`src/core/fifo_flags_pkg.sv`:
```
// Constants and types shared by the FIFO status-flag bank
package fifo_flags_pkg;
  localparam int DEPTH = 256;
  localparam int ADDR_W = 8;
  localparam int PTR_W = 9;
  localparam int DATA_W = 18;
  localparam int OFFS_W = 12;
  localparam int CNT_W = 13;
  localparam int REG_AW = 4;
  localparam int REG_DW = 32;

  localparam logic [OFFS_W-1:0] EMPTY_OFFS_RST = 12'h01f;
  localparam logic [OFFS_W-1:0] FULL_OFFS_RST = 12'h01f;
  localparam logic [CNT_W-1:0] DEPTH_STD = 13'h0100;
  localparam logic [CNT_W-1:0] DEPTH_FALL_THROUGH_MODE = 13'h0101;
  localparam logic [CNT_W-1:0] HALF_DEPTH = 13'h0080;
  localparam logic [ADDR_W-1:0] LAST_ADDR = 8'hff;

  // Register map (byte addresses)
  localparam logic [REG_AW-1:0] REG_EMPTY_OFFS = 4'h0;
  localparam logic [REG_AW-1:0] REG_FULL_OFFS = 4'h4;
  localparam logic [REG_AW-1:0] REG_STATUS = 4'h8;
  localparam logic [REG_AW-1:0] REG_MODE = 4'hc;

  // Status register fields
  localparam int ST_EMPTY = 0;
  localparam int ST_FULL = 1;
  localparam int ST_AEMPTY = 2;
  localparam int ST_AFULL = 3;
  localparam int ST_HALF = 4;
  localparam int ST_CNT_LSB = 16;

  // Mode register fields
  localparam int MD_CODE_LSB = 0;
  localparam int MD_TIMING_LSB = 4;

  typedef enum logic [1:0] {
    TM_STD_SINGLE = 2'b00,
    TM_STD_DOUBLE = 2'b01,
    TM_FALL_THROUGH_MODE = 2'b10
  } timing_t;
endpackage : fifo_flags_pkg

```
`src/core/dual_clock_fifo_status_flags.sv`:
```
// One 18-bit FIFO bank with status flags, expansion outputs and registers
// Function
// - Standard mode: empty flag low when no words, high when one stored.
// - Fall-through: output-ready goes low as first word appears on outputs.
// - Fall-through: output-ready rises only on true read after last word.
// - Empty/output-ready output registered, changes only on read edges.
// - Standard: almost-full low after depth minus m writes.
// - Fall-through: almost-full low after depth plus one minus m writes.
// - Async almost-full style: low on write edge, high on read edge.
// - Sync almost-full style changes only on write edges.
// - Almost-empty low at count at most n, or n+1 in fall-through.
// - Async almost-empty style: low on read edge, high on write edge.
// - Sync almost-empty style changes only on read edges.
// - Single-device use: write chain output carries the half-full flag.
// - Half-full low after write passing half, high on a read edge.
// - Daisy chain: write chain output pulses on last location written.
// - Daisy chain: read chain output pulses on last location read.
// - Read data is presented on an 18-bit output word.
// - After reset outputs read zero; driven only with output enable low.
// - Codes 000, 011, 100, 111 select standard single-buffered flags.
// - Single-buffered: first word readable the cycle after empty rises.
// - Write too near a read edge may defer empty deassertion one edge.
// - Read too near a write edge may defer full deassertion one edge.
// - Codes 001 or 101 select fall-through timing with output-ready.
// - Codes 010 or 110 select double register-buffered flags.
// - Two 12-bit offsets, empty then full, loaded alternately via load.
// - Read enable ignored while empty; pointers stay unchanged.
//
// The register addresses and the strobed register port were left to the implementer.
`timescale 1ns/10ps
`default_nettype none
module dual_clock_fifo_status_flags (
  input wire logic mclk,
  input wire logic nrst,
  input wire logic writeClk,
  input wire logic readClk,
  input wire logic writeEnN,
  input wire logic readEnN,
  input wire logic loadSelectN,
  input wire logic outputEnN,
  input wire logic firstLoadN,
  input wire logic readChainIn,
  input wire logic writeChainIn,
  input wire logic [fifo_flags_pkg::DATA_W-1:0] dataIn,
  input wire logic [fifo_flags_pkg::REG_AW-1:0] regAddr,
  input wire logic [fifo_flags_pkg::REG_DW-1:0] regWdata,
  input wire logic regWrite,
  input wire logic regRead,
  output logic [fifo_flags_pkg::REG_DW-1:0] regRdata,
  output logic [fifo_flags_pkg::DATA_W-1:0] dataOut,
  output logic dataOutEn,
  output logic emptyFlagN,
  output logic fullFlagN,
  output logic almostFullN,
  output logic almostEmptyN,
  output logic writeChainOut,
  output logic readChainOut
);
  localparam int CW = fifo_flags_pkg::CNT_W;
  localparam int PW = fifo_flags_pkg::PTR_W;
  localparam int AW = fifo_flags_pkg::ADDR_W;
  localparam int OW = fifo_flags_pkg::OFFS_W;

  function automatic fifo_flags_pkg::timing_t timingOf(
    input logic [2:0] code);
    unique case (code)
      3'h1, 3'h5: timingOf = fifo_flags_pkg::TM_FALL_THROUGH_MODE;
      3'h2, 3'h6: timingOf = fifo_flags_pkg::TM_STD_DOUBLE;
      default: timingOf = fifo_flags_pkg::TM_STD_SINGLE;
    endcase
  endfunction : timingOf

  function automatic logic codeIsAsync(input logic [2:0] code);
    codeIsAsync = (code != 3'h4) && (code != 3'h5) && (code != 3'h6);
  endfunction : codeIsAsync

  function automatic logic codeIsDaisy(input logic [2:0] code);
    codeIsDaisy = (code == 3'h3) || (code == 3'h7);
  endfunction : codeIsDaisy

  logic [2:0] modeCode_q;
  fifo_flags_pkg::timing_t timing;
  logic fall_through_mode, dbl, asyncStyle, daisy;
  logic writeClk_q, readClk_q, wEdge, rEdge;
  logic [PW-1:0] wptr_q, rptr_q, rptrS1_q, rptrS2_q, wptrS1_q, wptrS2_q;
  logic outValidS1_q, outValidS2_q;
  logic [fifo_flags_pkg::DATA_W-1:0] mem [0:fifo_flags_pkg::DEPTH-1];
  logic [OW-1:0] emptyOffs_q, fullOffs_q;
  logic loadSel_q, readSel_q;
  logic fullRaw_q, fullDbl_q, emptyRaw_q, emptyDbl_q, outValid_q;
  logic half_q;
  logic [PW-1:0] wDiff, rDiff;
  logic fullSel, emptySel, doWrite, doStdRead, fwLoad, fwDrain, memRead;
  logic memAvail, outValid_d;
  logic [CW-1:0] wCntNext, rCntNext, wTotal, rTotal;
  logic fullRaw_d, fullDbl_d, emptyRaw_d, emptyDbl_d;
  logic almostFull_d, almostEmpty_d, half_d;

  assign timing = timingOf(modeCode_q);
  assign fall_through_mode = (timing == fifo_flags_pkg::TM_FALL_THROUGH_MODE);
  assign dbl = (timing == fifo_flags_pkg::TM_STD_DOUBLE);
  assign asyncStyle = codeIsAsync(modeCode_q);
  assign daisy = codeIsDaisy(modeCode_q);

  // Mode straps caught while reset is held, then frozen
  // strap capture
  always_ff @(posedge mclk) begin
    if (!nrst) begin
      modeCode_q <= {firstLoadN, readChainIn, writeChainIn};
    end
  end

  // Side clocks arrive synchronous; their rising edges become enables
  // Not reset: a pin already high at release must not look like an edge
  always_ff @(posedge mclk) begin
    writeClk_q <= writeClk;
    readClk_q <= readClk;
  end
  assign wEdge = writeClk & ~writeClk_q;
  assign rEdge = readClk & ~readClk_q;

  always_ff @(posedge mclk) begin
    if (!nrst) begin
      rptrS1_q <= '0;
      rptrS2_q <= '0;
      wptrS1_q <= '0;
      wptrS2_q <= '0;
      outValidS1_q <= 1'b0;
      outValidS2_q <= 1'b0;
    end else begin
      rptrS1_q <= rptr_q;
      rptrS2_q <= rptrS1_q;
      wptrS1_q <= wptr_q;
      wptrS2_q <= wptrS1_q;
      outValidS1_q <= outValid_q;
      outValidS2_q <= outValidS1_q;
    end
  end

  // Write side view of occupancy
  assign wDiff = wptr_q - rptrS2_q;
  assign fullSel = fullRaw_q | (dbl & fullDbl_q);
  assign doWrite = wEdge & ~writeEnN & loadSelectN & ~fullSel;
  assign wCntNext = CW'(wDiff) + CW'(doWrite);
  assign wTotal = wCntNext + (fall_through_mode ? CW'(outValidS2_q) : '0);
  // stale read pointer may hold full one edge longer
  assign fullRaw_d = wEdge ? (wCntNext == fifo_flags_pkg::DEPTH_STD)
                           : fullRaw_q;
  assign fullDbl_d = wEdge ? fullRaw_q : fullDbl_q;

  // Read side view of occupancy
  assign rDiff = wptrS2_q - rptr_q;
  assign memAvail = (rDiff != '0);
  assign emptySel = emptyRaw_q | (dbl & emptyDbl_q);
  assign doStdRead = rEdge & ~readEnN & loadSelectN & ~emptySel & ~fall_through_mode;
  // first word falls through to the outputs
  assign fwLoad = rEdge & loadSelectN & fall_through_mode & memAvail &
                  (~outValid_q | ~readEnN);
  // true read of the last word clears output-ready
  assign fwDrain = rEdge & loadSelectN & fall_through_mode & outValid_q & ~readEnN &
                   ~memAvail;
  assign memRead = doStdRead | fwLoad;
  assign outValid_d = fwLoad ? 1'b1 : (fwDrain ? 1'b0 : outValid_q);
  assign rCntNext = CW'(rDiff) - CW'(memRead);
  assign rTotal = rCntNext + (fall_through_mode ? CW'(outValid_d) : '0);
  // stale write pointer may hold empty one edge longer
  assign emptyRaw_d = rEdge ? (rCntNext == '0) : emptyRaw_q;
  assign emptyDbl_d = rEdge ? emptyRaw_q : emptyDbl_q;

  function automatic logic fullHit(input logic [CW-1:0] total,
                                   input logic [OW-1:0] offs,
                                   input logic ft);
    // standard threshold; one more word in fall-through
    fullHit = (total + CW'(offs)) >= (ft ? fifo_flags_pkg::DEPTH_FALL_THROUGH_MODE
                                         : fifo_flags_pkg::DEPTH_STD);
  endfunction : fullHit

  function automatic logic emptyHit(input logic [CW-1:0] total,
                                    input logic [OW-1:0] offs,
                                    input logic ft);
    // at most n, or n+1 in fall-through
    emptyHit = total <= (CW'(offs) + CW'(ft));
  endfunction : emptyHit

  always_comb begin
    almostFull_d = almostFullN;
    if (asyncStyle) begin
      // low on write edge, high on read edge
      if (wEdge && fullHit(wTotal, fullOffs_q, fall_through_mode)) begin
        almostFull_d = 1'b0;
      end else if (rEdge && !fullHit(rTotal, fullOffs_q, fall_through_mode)) begin
        almostFull_d = 1'b1;
      end
    end else if (wEdge) begin
      almostFull_d = ~fullHit(wTotal, fullOffs_q, fall_through_mode);
    end
  end

  always_comb begin
    almostEmpty_d = almostEmptyN;
    if (asyncStyle) begin
      // low on read edge, high on write edge
      if (rEdge && emptyHit(rTotal, emptyOffs_q, fall_through_mode)) begin
        almostEmpty_d = 1'b0;
      end else if (wEdge && !emptyHit(wTotal, emptyOffs_q, fall_through_mode)) begin
        almostEmpty_d = 1'b1;
      end
    end else if (rEdge) begin
      almostEmpty_d = ~emptyHit(rTotal, emptyOffs_q, fall_through_mode);
    end
  end

  always_comb begin
    half_d = half_q;
    // set past half on write, released on read
    if (wEdge && (wTotal > fifo_flags_pkg::HALF_DEPTH)) begin
      half_d = 1'b0;
    end else if (rEdge && (rTotal <= fifo_flags_pkg::HALF_DEPTH)) begin
      half_d = 1'b1;
    end
  end

  // Storage and pointers
  always_ff @(posedge mclk) begin
    if (doWrite) begin
      mem[wptr_q[AW-1:0]] <= dataIn;
    end
  end

  always_ff @(posedge mclk) begin
    if (!nrst) begin
      wptr_q <= '0;
      rptr_q <= '0;
    end else begin
      if (doWrite) begin
        wptr_q <= wptr_q + PW'(1);
      end
      if (memRead) begin
        rptr_q <= rptr_q + PW'(1);
      end
    end
  end

  always_ff @(posedge mclk) begin
    if (!nrst) begin
      fullRaw_q <= 1'b0;
      fullDbl_q <= 1'b0;
      emptyRaw_q <= 1'b1;
      emptyDbl_q <= 1'b1;
      outValid_q <= 1'b0;
      half_q <= 1'b1;
    end else begin
      fullRaw_q <= fullRaw_d;
      fullDbl_q <= fullDbl_d;
      emptyRaw_q <= emptyRaw_d;
      emptyDbl_q <= emptyDbl_d;
      outValid_q <= outValid_d;
      half_q <= half_d;
    end
  end

  // Flag pins follow state that only moves on the owning edge
  always_ff @(posedge mclk) begin
    if (!nrst) begin
      emptyFlagN <= 1'b0;
      fullFlagN <= 1'b1;
      almostFullN <= 1'b1;
      almostEmptyN <= 1'b0;
    end else begin
      // empty flag; registered on read edges
      // double buffering delays only the release
      emptyFlagN <= fall_through_mode ? ~outValid_d
                         : ~(emptyRaw_d | (dbl & emptyDbl_d));
      // Input-ready reads high when full in fall-through
      fullFlagN <= fall_through_mode ? fullRaw_d : ~(fullRaw_d | (dbl & fullDbl_d));
      almostFullN <= almostFull_d;
      almostEmptyN <= almostEmpty_d;
    end
  end

  always_ff @(posedge mclk) begin
    if (!nrst) begin
      writeChainOut <= 1'b1;
      readChainOut <= 1'b1;
    end else begin
      // half-full on this pin outside daisy chain
      // low pulse on write of last location
      writeChainOut <= daisy ? ~(doWrite & (wptr_q[AW-1:0] ==
                                 fifo_flags_pkg::LAST_ADDR)) : half_d;
      // low pulse on read of last location
      readChainOut <= ~(daisy & memRead &
                        (rptr_q[AW-1:0] == fifo_flags_pkg::LAST_ADDR));
    end
  end

  // Offsets: pin loading alternates empty then full; bus may also write
  always_ff @(posedge mclk) begin
    if (!nrst) begin
      emptyOffs_q <= fifo_flags_pkg::EMPTY_OFFS_RST;
      fullOffs_q <= fifo_flags_pkg::FULL_OFFS_RST;
      loadSel_q <= 1'b0;
    end else if (wEdge && !loadSelectN && !writeEnN) begin
      if (loadSel_q) begin
        fullOffs_q <= dataIn[OW-1:0];
      end else begin
        emptyOffs_q <= dataIn[OW-1:0];
      end
      loadSel_q <= ~loadSel_q;
    end else if (regWrite) begin
      if (regAddr == fifo_flags_pkg::REG_EMPTY_OFFS) begin
        emptyOffs_q <= regWdata[OW-1:0];
      end
      if (regAddr == fifo_flags_pkg::REG_FULL_OFFS) begin
        fullOffs_q <= regWdata[OW-1:0];
      end
    end
  end

  // Output register holds last word; offsets readable in standard only
  always_ff @(posedge mclk) begin
    if (!nrst) begin
      dataOut <= '0;
      dataOutEn <= 1'b0;
      readSel_q <= 1'b0;
    end else begin
      dataOutEn <= ~outputEnN;
      if (memRead) begin
        // 18-bit read word; valid after empty rises
        dataOut <= mem[rptr_q[AW-1:0]];
      end else if (rEdge && !loadSelectN && !readEnN && !fall_through_mode) begin
        dataOut <= (fifo_flags_pkg::DATA_W)'(readSel_q ? fullOffs_q
                                                       : emptyOffs_q);
        readSel_q <= ~readSel_q;
      end
    end
  end

  // Register read port, data valid the cycle after the strobe
  always_ff @(posedge mclk) begin
    if (!nrst) begin
      regRdata <= '0;
    end else if (regRead) begin
      regRdata <= '0;
      unique case (regAddr)
        fifo_flags_pkg::REG_EMPTY_OFFS: regRdata[OW-1:0] <= emptyOffs_q;
        fifo_flags_pkg::REG_FULL_OFFS: regRdata[OW-1:0] <= fullOffs_q;
        fifo_flags_pkg::REG_STATUS: begin
          regRdata[fifo_flags_pkg::ST_EMPTY] <= emptyFlagN;
          regRdata[fifo_flags_pkg::ST_FULL] <= fullFlagN;
          regRdata[fifo_flags_pkg::ST_AEMPTY] <= almostEmptyN;
          regRdata[fifo_flags_pkg::ST_AFULL] <= almostFullN;
          regRdata[fifo_flags_pkg::ST_HALF] <= half_q;
          regRdata[fifo_flags_pkg::ST_CNT_LSB +: PW] <= wDiff;
        end
        fifo_flags_pkg::REG_MODE: begin
          regRdata[fifo_flags_pkg::MD_CODE_LSB +: 3] <= modeCode_q;
          regRdata[fifo_flags_pkg::MD_TIMING_LSB +: 2] <= timing;
        end
        default: regRdata <= '0;
      endcase
    end
  end
endmodule : dual_clock_fifo_status_flags
`default_nettype wire

```
`config.mk`:
```
export PLATFORM = sky130hd
export DESIGN_NAME = dual_clock_fifo_status_flags
export DESIGN_NICKNAME = d
export VERILOG_FILES = /design/src/core/fifo_flags_pkg.sv /design/src/core/dual_clock_fifo_status_flags.sv
export SDC_FILE = /design/constraint.sdc
export NUM_CORES = 2
export LEC_CHECK = 0
export ABC_CLOCK_PERIOD_IN_PS = 6490
export BUFFER_PORTS_ARGS = -buffer_cell sky130_fd_sc_hd__buf_4
export CELL_PAD_IN_SITES_DETAIL_PLACEMENT = 0
export CELL_PAD_IN_SITES_GLOBAL_PLACEMENT = 1
export CORE_ASPECT_RATIO = 0.9
export CORE_MARGIN = 4
export CORE_UTILIZATION = 50
export DETAILED_ROUTE_END_ITERATION = 8
export PLACE_DENSITY_LB_ADDON = 0.05
export SETUP_SLACK_MARGIN = 0.4
export SLEW_MARGIN = 30
export SYNTH_ARGS = -nofsm -noshare
export SYNTH_HDL_FRONTEND = slang
export SYNTH_MEMORY_MAX_BITS = 65536
export SYNTH_SLANG_ARGS = --single-unit
```
`constraint.sdc`:
```
create_clock -name mclk -period 6.49 [get_ports mclk]
set_input_delay 0.3245 -clock mclk [delete_from_list [all_inputs] [get_ports mclk]]
set_output_delay 0.3245 -clock mclk [all_outputs]
set_load 0.005 [all_outputs]
```
After elaboration in Yosys (flattened, before gate mapping)
Memories as Yosys holds them, arrays and structs flattened. A register that Yosys moved wholly into a read port is not among the register bits.
Index checks and enable logic that the tools add are counted.
{"block": "totals", "ff_bits": 139, "ram_bits": 4608, "output_inout_bits": 57, "elab_cells": 198, "mem_count": 1}
{"block": "classes", "addsub": 11, "n_lt_le_gt_ge": 6, "n_eq_ne": 21, "muxes": 44, "n_bitwise": 49, "reduce_logical": 36}
{"memory": "mem", "depth": 256, "width": 18, "rd": 1, "rd_ports_with_merged_regs": 1, "write_ports": 1, "line_no": "dual_clock_fifo_status_flags.sv:87", "source": "logic [fifo_flags_pkg::DATA_W-1:0] mem [0:fifo_flags_pkg::DEPTH-1];"}
{"cell": "12-bit two-way mux", "count": 9}
{"cell": "18-bit two-way mux", "count": 2}
{"cell": "1-bit two-way mux", "count": 24}
{"cell": "1-bit bitwise AND", "count": 23}
{"cell": "1-bit NOT", "count": 20}
{"cell": "9-bit by 1-bit adder with 9-bit output, second input constant", "count": 2}
{"cell": "9-bit subtractor", "count": 2}
{"cell": "8-bit == test, second input constant", "count": 2}
{"cell": "8-bit two-way mux", "count": 2}
{"cell": "11-bit by 12-bit adder with 13-bit output", "count": 1}
{"cell": "12-bit by 1-bit adder with 13-bit output", "count": 1}
{"cell": "13-bit by 12-bit adder with 13-bit output", "count": 1}
{"cell": "13-bit >= comparator", "count": 1}
{"cell": "13-bit by 9-bit >= comparator with 1-bit output", "count": 1}
{"cell": "11-bit by 13-bit <= comparator with 1-bit output", "count": 1}
{"cell": "13-bit <= comparator", "count": 1}
{"cell": "13-bit by 8-bit <= comparator with 1-bit output, second input constant", "count": 1}
{"cell": "1-bit logical AND", "count": 13}
{"cell": "13-bit zero test", "count": 1}
{"cell": "3-bit one-hot mux with 4 select lines", "count": 1}
{"cell": "6-bit one-hot mux with 2 select lines", "count": 1}
{"cell": "2-bit nonzero test", "count": 6}
{"cell": "10-bit by 1-bit adder with 11-bit output", "count": 1}
{"cell": "10-bit by 2-bit adder with 11-bit output", "count": 1}
{"cell": "other kinds (26)", "count": 49}

Longest topological paths before layout
{"block": "logic_depth", "depth_word": 19, "mapped_depth": 31}

Worst setup path after synthesis
OpenSTA, ideal clock, no wires.
{"block": "synth_timing", "kind": "register -> register", "from": "register rptr_q[0]", "to": "register almostEmptyN", "setup_ps": 122, "arrival_time_ps": 5876, "required_time_ps": 6368, "setup_slack_ps": 492, "stages_incl_launch_ff": 31, "cell_sequence": "dfxtp_1 > ha_1 > fa_1 > nor2b_1 > o22a_1 > xor2_1 > nor3_1 > nand4_1 > nand2_1 > o22ai_1 > clkbuf_1 > ha_1 > ha_1 > inv_1 > ha_1 > nand3_1 > nor4_1 > o21ai_0 > a21oi_1 > xor2_1 > ha_1 > a21o_1 > a21o_1 > a21oi_1 > o21ai_0 > a21o_1 > a21o_1 > a21o_1 > a21oi_1 > o21ai_0 > o311a_1"}
{"block": "synth_via", "elab_chain_cells": 12}
{"item": "from (decl)", "line_no": "dual_clock_fifo_status_flags.sv:85", "source": "logic [PW-1:0] wptr_q, rptr_q, rptrS1_q, rptrS2_q, wptrS1_q, wptrS2_q;"}
{"item": "from (signal assigned)", "line_no": "dual_clock_fifo_status_flags.sv:239", "source": "rptr_q <= rptr_q + PW'(1);"}
{"item": "9-bit subtractor *", "line_no": "dual_clock_fifo_status_flags.sv:152", "source": "assign rDiff = wptrS2_q - rptr_q;"}
{"item": "parallel branches: the longest is 6 deep, another holds 9-bit by 1-bit subtractor with 10-bit output"}
{"item": "10-bit by 2-bit adder with 11-bit output *", "line_no": "dual_clock_fifo_status_flags.sv:165", "source": "assign rTotal = rCntNext + (fall_through_mode ? CW'(outValid_d) : '0);"}
{"item": "13-bit <= comparator *", "line_no": "dual_clock_fifo_status_flags.sv:182", "source": "emptyHit = total <= (CW'(offs) + CW'(ft));"}
{"item": "1-bit logical AND or 1-bit NOT (tied branches)", "line_no": "dual_clock_fifo_status_flags.sv:203, dual_clock_fifo_status_flags.sv:209"}
{"item": "3-bit by 1-bit != test with 1-bit output (no source line), or another cell as far along"}
{"item": "2-bit AND reduction (no source line) or 1-bit two-way mux (tied branches)"}
{"item": "to (signal assigned)", "line_no": "dual_clock_fifo_status_flags.sv:277", "source": "almostEmptyN <= almostEmpty_d;"}
{"item": "to (decl)", "line_no": "dual_clock_fifo_status_flags.sv:55", "source": "output logic almostEmptyN,"}
Mark *: on every way between the ends. The select of a mux whose other input is x is not followed.
A chain may end at the register's enable or synchronous reset.

Worst setup path after layout
{"block": "layout_timing", "from": "register modeCode_q[1]", "to": "register almostFullN"}
{"item": "from (decl)", "line_no": "dual_clock_fifo_status_flags.sv:81", "source": "logic [2:0] modeCode_q;"}
{"item": "from (signal assigned)", "line_no": "dual_clock_fifo_status_flags.sv:109", "source": "modeCode_q <= {firstLoadN, readChainIn, writeChainIn};"}
{"item": "3-bit by 2-bit == test with 1-bit output, or another cell as far along", "line_no": "dual_clock_fifo_status_flags.sv:66", "source": "unique case (code)"}
{"item": "2-bit OR reduction", "line_no": "dual_clock_fifo_status_flags.sv:66"}
{"item": "2-bit one-hot mux with 2 select lines *", "line_no": "dual_clock_fifo_status_flags.sv:66"}
{"item": "2-bit by 1-bit == test with 1-bit output *", "line_no": "dual_clock_fifo_status_flags.sv:101", "source": "assign dbl = (timing == fifo_flags_pkg::TM_STD_DOUBLE);"}
{"item": "1-bit bitwise AND *", "line_no": "dual_clock_fifo_status_flags.sv:142", "source": "assign fullSel = fullRaw_q | (dbl & fullDbl_q);"}
{"item": "1-bit OR *", "line_no": "dual_clock_fifo_status_flags.sv:142"}
{"item": "1-bit NOT *", "line_no": "dual_clock_fifo_status_flags.sv:143", "source": "assign doWrite = wEdge & ~writeEnN & loadSelectN & ~fullSel;"}
{"item": "1-bit bitwise AND *", "line_no": "dual_clock_fifo_status_flags.sv:143"}
{"item": "named net doWrite", "line_no": "dual_clock_fifo_status_flags.sv:93", "source": "logic fullSel, emptySel, doWrite, doStdRead, fwLoad, fwDrain, memRead;"}
{"item": "9-bit by 1-bit adder with 10-bit output *", "line_no": "dual_clock_fifo_status_flags.sv:144", "source": "assign wCntNext = CW'(wDiff) + CW'(doWrite);"}
{"item": "10-bit by 1-bit adder with 11-bit output *", "line_no": "dual_clock_fifo_status_flags.sv:145", "source": "assign wTotal = wCntNext + (fall_through_mode ? CW'(outValidS2_q) : '0);"}
{"item": "11-bit by 12-bit adder with 13-bit output *", "line_no": "dual_clock_fifo_status_flags.sv:174", "source": "fullHit = (total + CW'(offs)) >= (ft ? fifo_flags_pkg::DEPTH_FALL_THROUGH_MODE"}
{"item": "13-bit by 9-bit >= comparator with 1-bit output *", "line_no": "dual_clock_fifo_status_flags.sv:174"}
{"item": "1-bit logical AND or 1-bit NOT (tied branches)", "line_no": "dual_clock_fifo_status_flags.sv:189, dual_clock_fifo_status_flags.sv:195"}
{"item": "3-bit by 1-bit != test with 1-bit output (no source line), or another cell as far along"}
{"item": "2-bit AND reduction (no source line) or 1-bit two-way mux (tied branches)"}
{"item": "to (signal assigned)", "line_no": "dual_clock_fifo_status_flags.sv:276", "source": "almostFullN <= almostFull_d;"}
{"item": "to (decl)", "line_no": "dual_clock_fifo_status_flags.sv:54", "source": "output logic almostFullN,"}
Mark *: on every way through the listed nets, which the timed path passes. The rest lies on a longest branch. The select of a mux whose other input is x is not followed.

==> qor.yml <==
run_status:
  status: "complete, no violations"
floorplanning:
  ios: 124
  dieHeight_um: 585
  initial_core_util_pct: 50.3
  die-area_um2: 380000
  die_w_um: 649
  core-area_um2: 368000
  row_count: 211
worst_setup_path:
  critical_path.most_common_cell: "ha_1"
  critPathTopFamily: "compound AO/OA/AOI/OAI gates"
  rr_endpoint: "almostFullN$_SDFFE_PN1P_"
  cp_max_fo: 10
  cp_num_cells: 19
  crit_chain: "nor2b_2, a211oi_1, nand3b_1, inv_1, ha_1, ha_1, or4_1, mux2i_1, a22oi_1, xnor2_1, ha_1, a21boi_0, o21ai_0, a21boi_0, o211a_1, a2111oi_0, nand2_1, a311oi_1, nor2_1"
  crit_path_start_kind: "register"
  path_class: "reg2reg"
  worst_setup_path_end_kind: "register"
  reg2reg_slack_ns: 0.69
  r2r-start: "modeCode_q[1]$_DFFE_PN_"
  startpoint: "modeCode_q[1]$_DFFE_PN_"
  arrival_ns: 6.66
  max_stage_delay_ns: 0.57
  rr_worst_depth: 19
  required_ns: 7.35
  crit_end: "almostFullN$_SDFFE_PN1P_"
  cp_num_buf_inv: 1
  cp_slowest_cell: "or4_1"
synthesis:
  synth_edf_count: 4611
  synth_flop_cell: "edfxtp_1"
  async_flop_share_pct: 0
  ys_seq_elements: 4755
  ys_types: 77
  synth_warnings: 0
  seq_area_frac_synth_pct: 76.4
  synth_area_per_cell_um2: 23.2
  synthCells: 7978
  syn-cell-area_um2: 185000
drt:
  first_iter_violations: 10800
  first_pass_iters: 6
  via_count: 87700
  routed_wl_um: 496000
  wl_per_cell_um: 35.8
  drc: 0
  via_per_inst: 6.33
  ant_nets: 0
final_layout:
  seqCellArea_um2: 141000
  drive_gt1_share_pct: 33.2
  multi_input_area_um2: 43200
  final_core_util_pct: 57.4
  nFillCells: 26700
  syn_to_final_growth_pct: 14.0
  layout.nets: 8705
place:
  port_buffers: 92
  gp_congestion: 0.843
  dp_hpwl_um: 284000
sta:
  finClkSkew_ns: 0.0463
  maxSlewViolCount: 0
  slew_headroom_pct: 26.4
  fmax_ghz: 0.172
  finalCritPeriodShare_pct: 89.4
  worstMarginPinSlew_ns: 1.07
  setup_viol: 0
  fin_crit_ns: 5.80
  tns_ns: 0
  rsz0062_at_grt: "no"
  hold_viol_final: 0
clock_network:
  cts_buffers: 474
  clockBufferDepth: 4
  clk_pin_slew_worst_paths_ns: 0.06
  clock_tree.root_cell: "clkbuf_16"
  clock_latency_ns: 1.00
  h-tree-depth: 5
  cts_sinks: 4755
  cts_tree: "built"
power_and_ir_drop:
  power_density_nw_per_um2: 293
  p_leak_nw: 63.3
  ir_worst_vdd_mv: 0.280
global_routing:
  grt_pass1_vias: 88400
  overflow: 0
  grtUsageTotal_pct: 26.1
  grt_pass1_wl_um: 699000
  grt_max_degree: 192
  antenna_found_initial: 32
min_path:
  hold_class: "in2reg"
flow_run:
  cap_violations: 0
cell usage in the layout, fill, tap and decap left out, types with 10 or more instances in the layout:
master,Yosys,layout
edfxtp_1,4611,4611
mux4_2,1492,1492
clkbuf_16,0,480
buf_4,21,385
nor2_2,0,153
mux2i_1,139,137
dfxtp_1,144,136
nor2_1,378,125
clkinv_1,0,109
nor2_4,0,100
clkbuf_1,251,100
clkinv_2,0,88
nand2_1,107,85
ha_1,82,76
dlygate4sd3_1,0,59
inv_1,53,51
buf_12,0,49
a21oi_1,47,44
bufinv_16,0,44
and2_1,41,41
nand3_1,43,39
xnor2_1,40,37
xor2_1,34,32
o21ai_0,32,28
nor3_1,26,24
mux2_2,24,24
a211oi_1,21,21
nand4_1,20,20
buf_8,0,15
nand2_2,0,14
a21o_1,13,13
a221oi_1,14,13
conb_1,1,13
nor2b_1,15,12
o21a_1,12,12
and3_1,11,11
o21ai_1,13,10
buf_16,0,10
final cells by class:
type,instances,share of cell area [%]
antenna,9,0.0107
clock buffer,585,5.90
clock inverter,279,1.26
inverter,54,0.0960
multi-input combinational,2744,20.5
sequential,4755,67.0
tap,4899,2.90
timing repair buffer,523,2.38
layer usage:
metal / vias up / wire (um) / track usage, %
met1: 48500 / 212000 / 39.3
met2: 3370 / 236000 / 41.0
met3: 614 / 35900 / 4.01
li1: 35200 / - / -
met4: 4 / 12000 / 6.01
met5: - / 27 / 0
synth_stat cells (all sizes together), types with 28 or more instances:
library cell  number  share of area, %
edfxtp          4611                75
mux4            1492                18
nor2             378              0.77
clkbuf           252              0.51
buf              185              0.51
dfxtp            144               1.6
mux2i            139              0.75
nand2            107              0.22
ha                82              0.55
inv               54              0.11
a21oi             47              0.13
o21ai             45              0.12
nand3             43              0.12
and2              41              0.14
xnor2             40              0.19
xor2              35              0.17
nor3              28             0.081
kinds of logic (layout without fill, tap and decap cells):
kind of cell | count (synthesis) | count (layout) | synth area share (%)
flops | 4755 | 4755 | 76.4
mux | 1655 | 1655 | 19.1
simple gates | 688 | 688 | 1.65
buf+inv | 491 | 1441 | 1.13
compound gates | 227 | 227 | 0.849
fa+ha+maj | 86 | 86 | 0.598
xor+xnor | 75 | 75 | 0.359
other cells | 1 | 22 | 0.00203
registers in the layout, summed over array words and instances (netlist names), 3 cells and up, named ones only:
| signal | cells |
|---|---|
| rptrS1_q | 9 |
| dataOut | 18 |
| fullOffs_q | 12 |
| modeCode_q | 3 |
| rptrS2_q | 9 |
| wptrS1_q | 9 |
| emptyOffs_q | 12 |
| mem | 4608 |
| rptr_q | 9 |
| wptrS2_q | 9 |
| wptr_q | 9 |
| regRdata | 21 |
stage by stage:
| step | cell area, um2 | total power (W) | setup slack [ns] | hold slack [ns] | cells |
|---|---|---|---|---|---|
| after floorplan | 185000 | 0.0348 | 0.492 | 0.352 | 7990 |
| after global placement | 195000 | 0.0355 | 0.0933 | 0.417 | 12900 |
| after detailed placement | 195000 | 0.0356 | 0.103 | 0.423 | 12900 |
| after CTS | 211000 | 0.0623 | 0.404 | 0.00328 | 13800 |
| after global routing | 211000 | 0.0637 | 0.352 | 0.0609 | 13800 |
| final | 211000 | 0.0618 | 0.688 | 0.121 | 13800 |
what timing repair did:
action | 4_1_cts | 5_1_grt
endpoints found under the hold margin | 1331 | 120
pin swaps | 2 | 16
setup endpoints to repair | 2 | 2
gates resized for setup | 12 | 29
hold buffers | 57 | 2
setup buffers | 0 | 5
worst min path at each step:
stage | startpoint | endpoint | cells past startpoint
floorplan | readClk | readClk_q$_DFF_P_ | 0
global placement | outValidS1_q$_SDFF_PN0_ | outValidS2_q$_SDFF_PN0_ | 1
detailed placement | outValidS1_q$_SDFF_PN0_ | outValidS2_q$_SDFF_PN0_ | 1
CTS | loadSelectN | wptr_q[1]$_SDFFE_PN0P_ | 4
global route | writeChainIn | modeCode_q[0]$_DFFE_PN_ | 2
finish | writeChainIn | modeCode_q[0]$_DFFE_PN_ | 2
worst reg2reg max path, cell delays in order, from the launching register on:
cell and delay, ns:
edfxtp_1 0.51, nor2b_2 0.30, a211oi_1 0.11, nand3b_1 0.35, inv_1 0.27, ha_1 0.31, ha_1 0.33, or4_1 0.57
mux2i_1 0.22, a22oi_1 0.15, xnor2_1 0.39, ha_1 0.34, a21boi_0 0.16, o21ai_0 0.24, a21boi_0 0.22, o211a_1 0.26
a2111oi_0 0.34, nand2_1 0.11, a311oi_1 0.41, nor2_1 0.07
power breakdown:
| part | internal [W] | leakage, nW | total, W | switching (W) |
|---|---|---|---|---|
| clock network | 0.0153 | 7.39 | 0.0269 | 0.0116 |
| logic | 0.000386 | 13.4 | 0.00126 | 0.000870 |
| registers | 0.0337 | 42.6 | 0.0337 | 0.0000262 |
| total | 0.0493 | 63.3 | 0.0618 | 0.0124 |
Note: power is estimated with default switching activity, not from simulation.
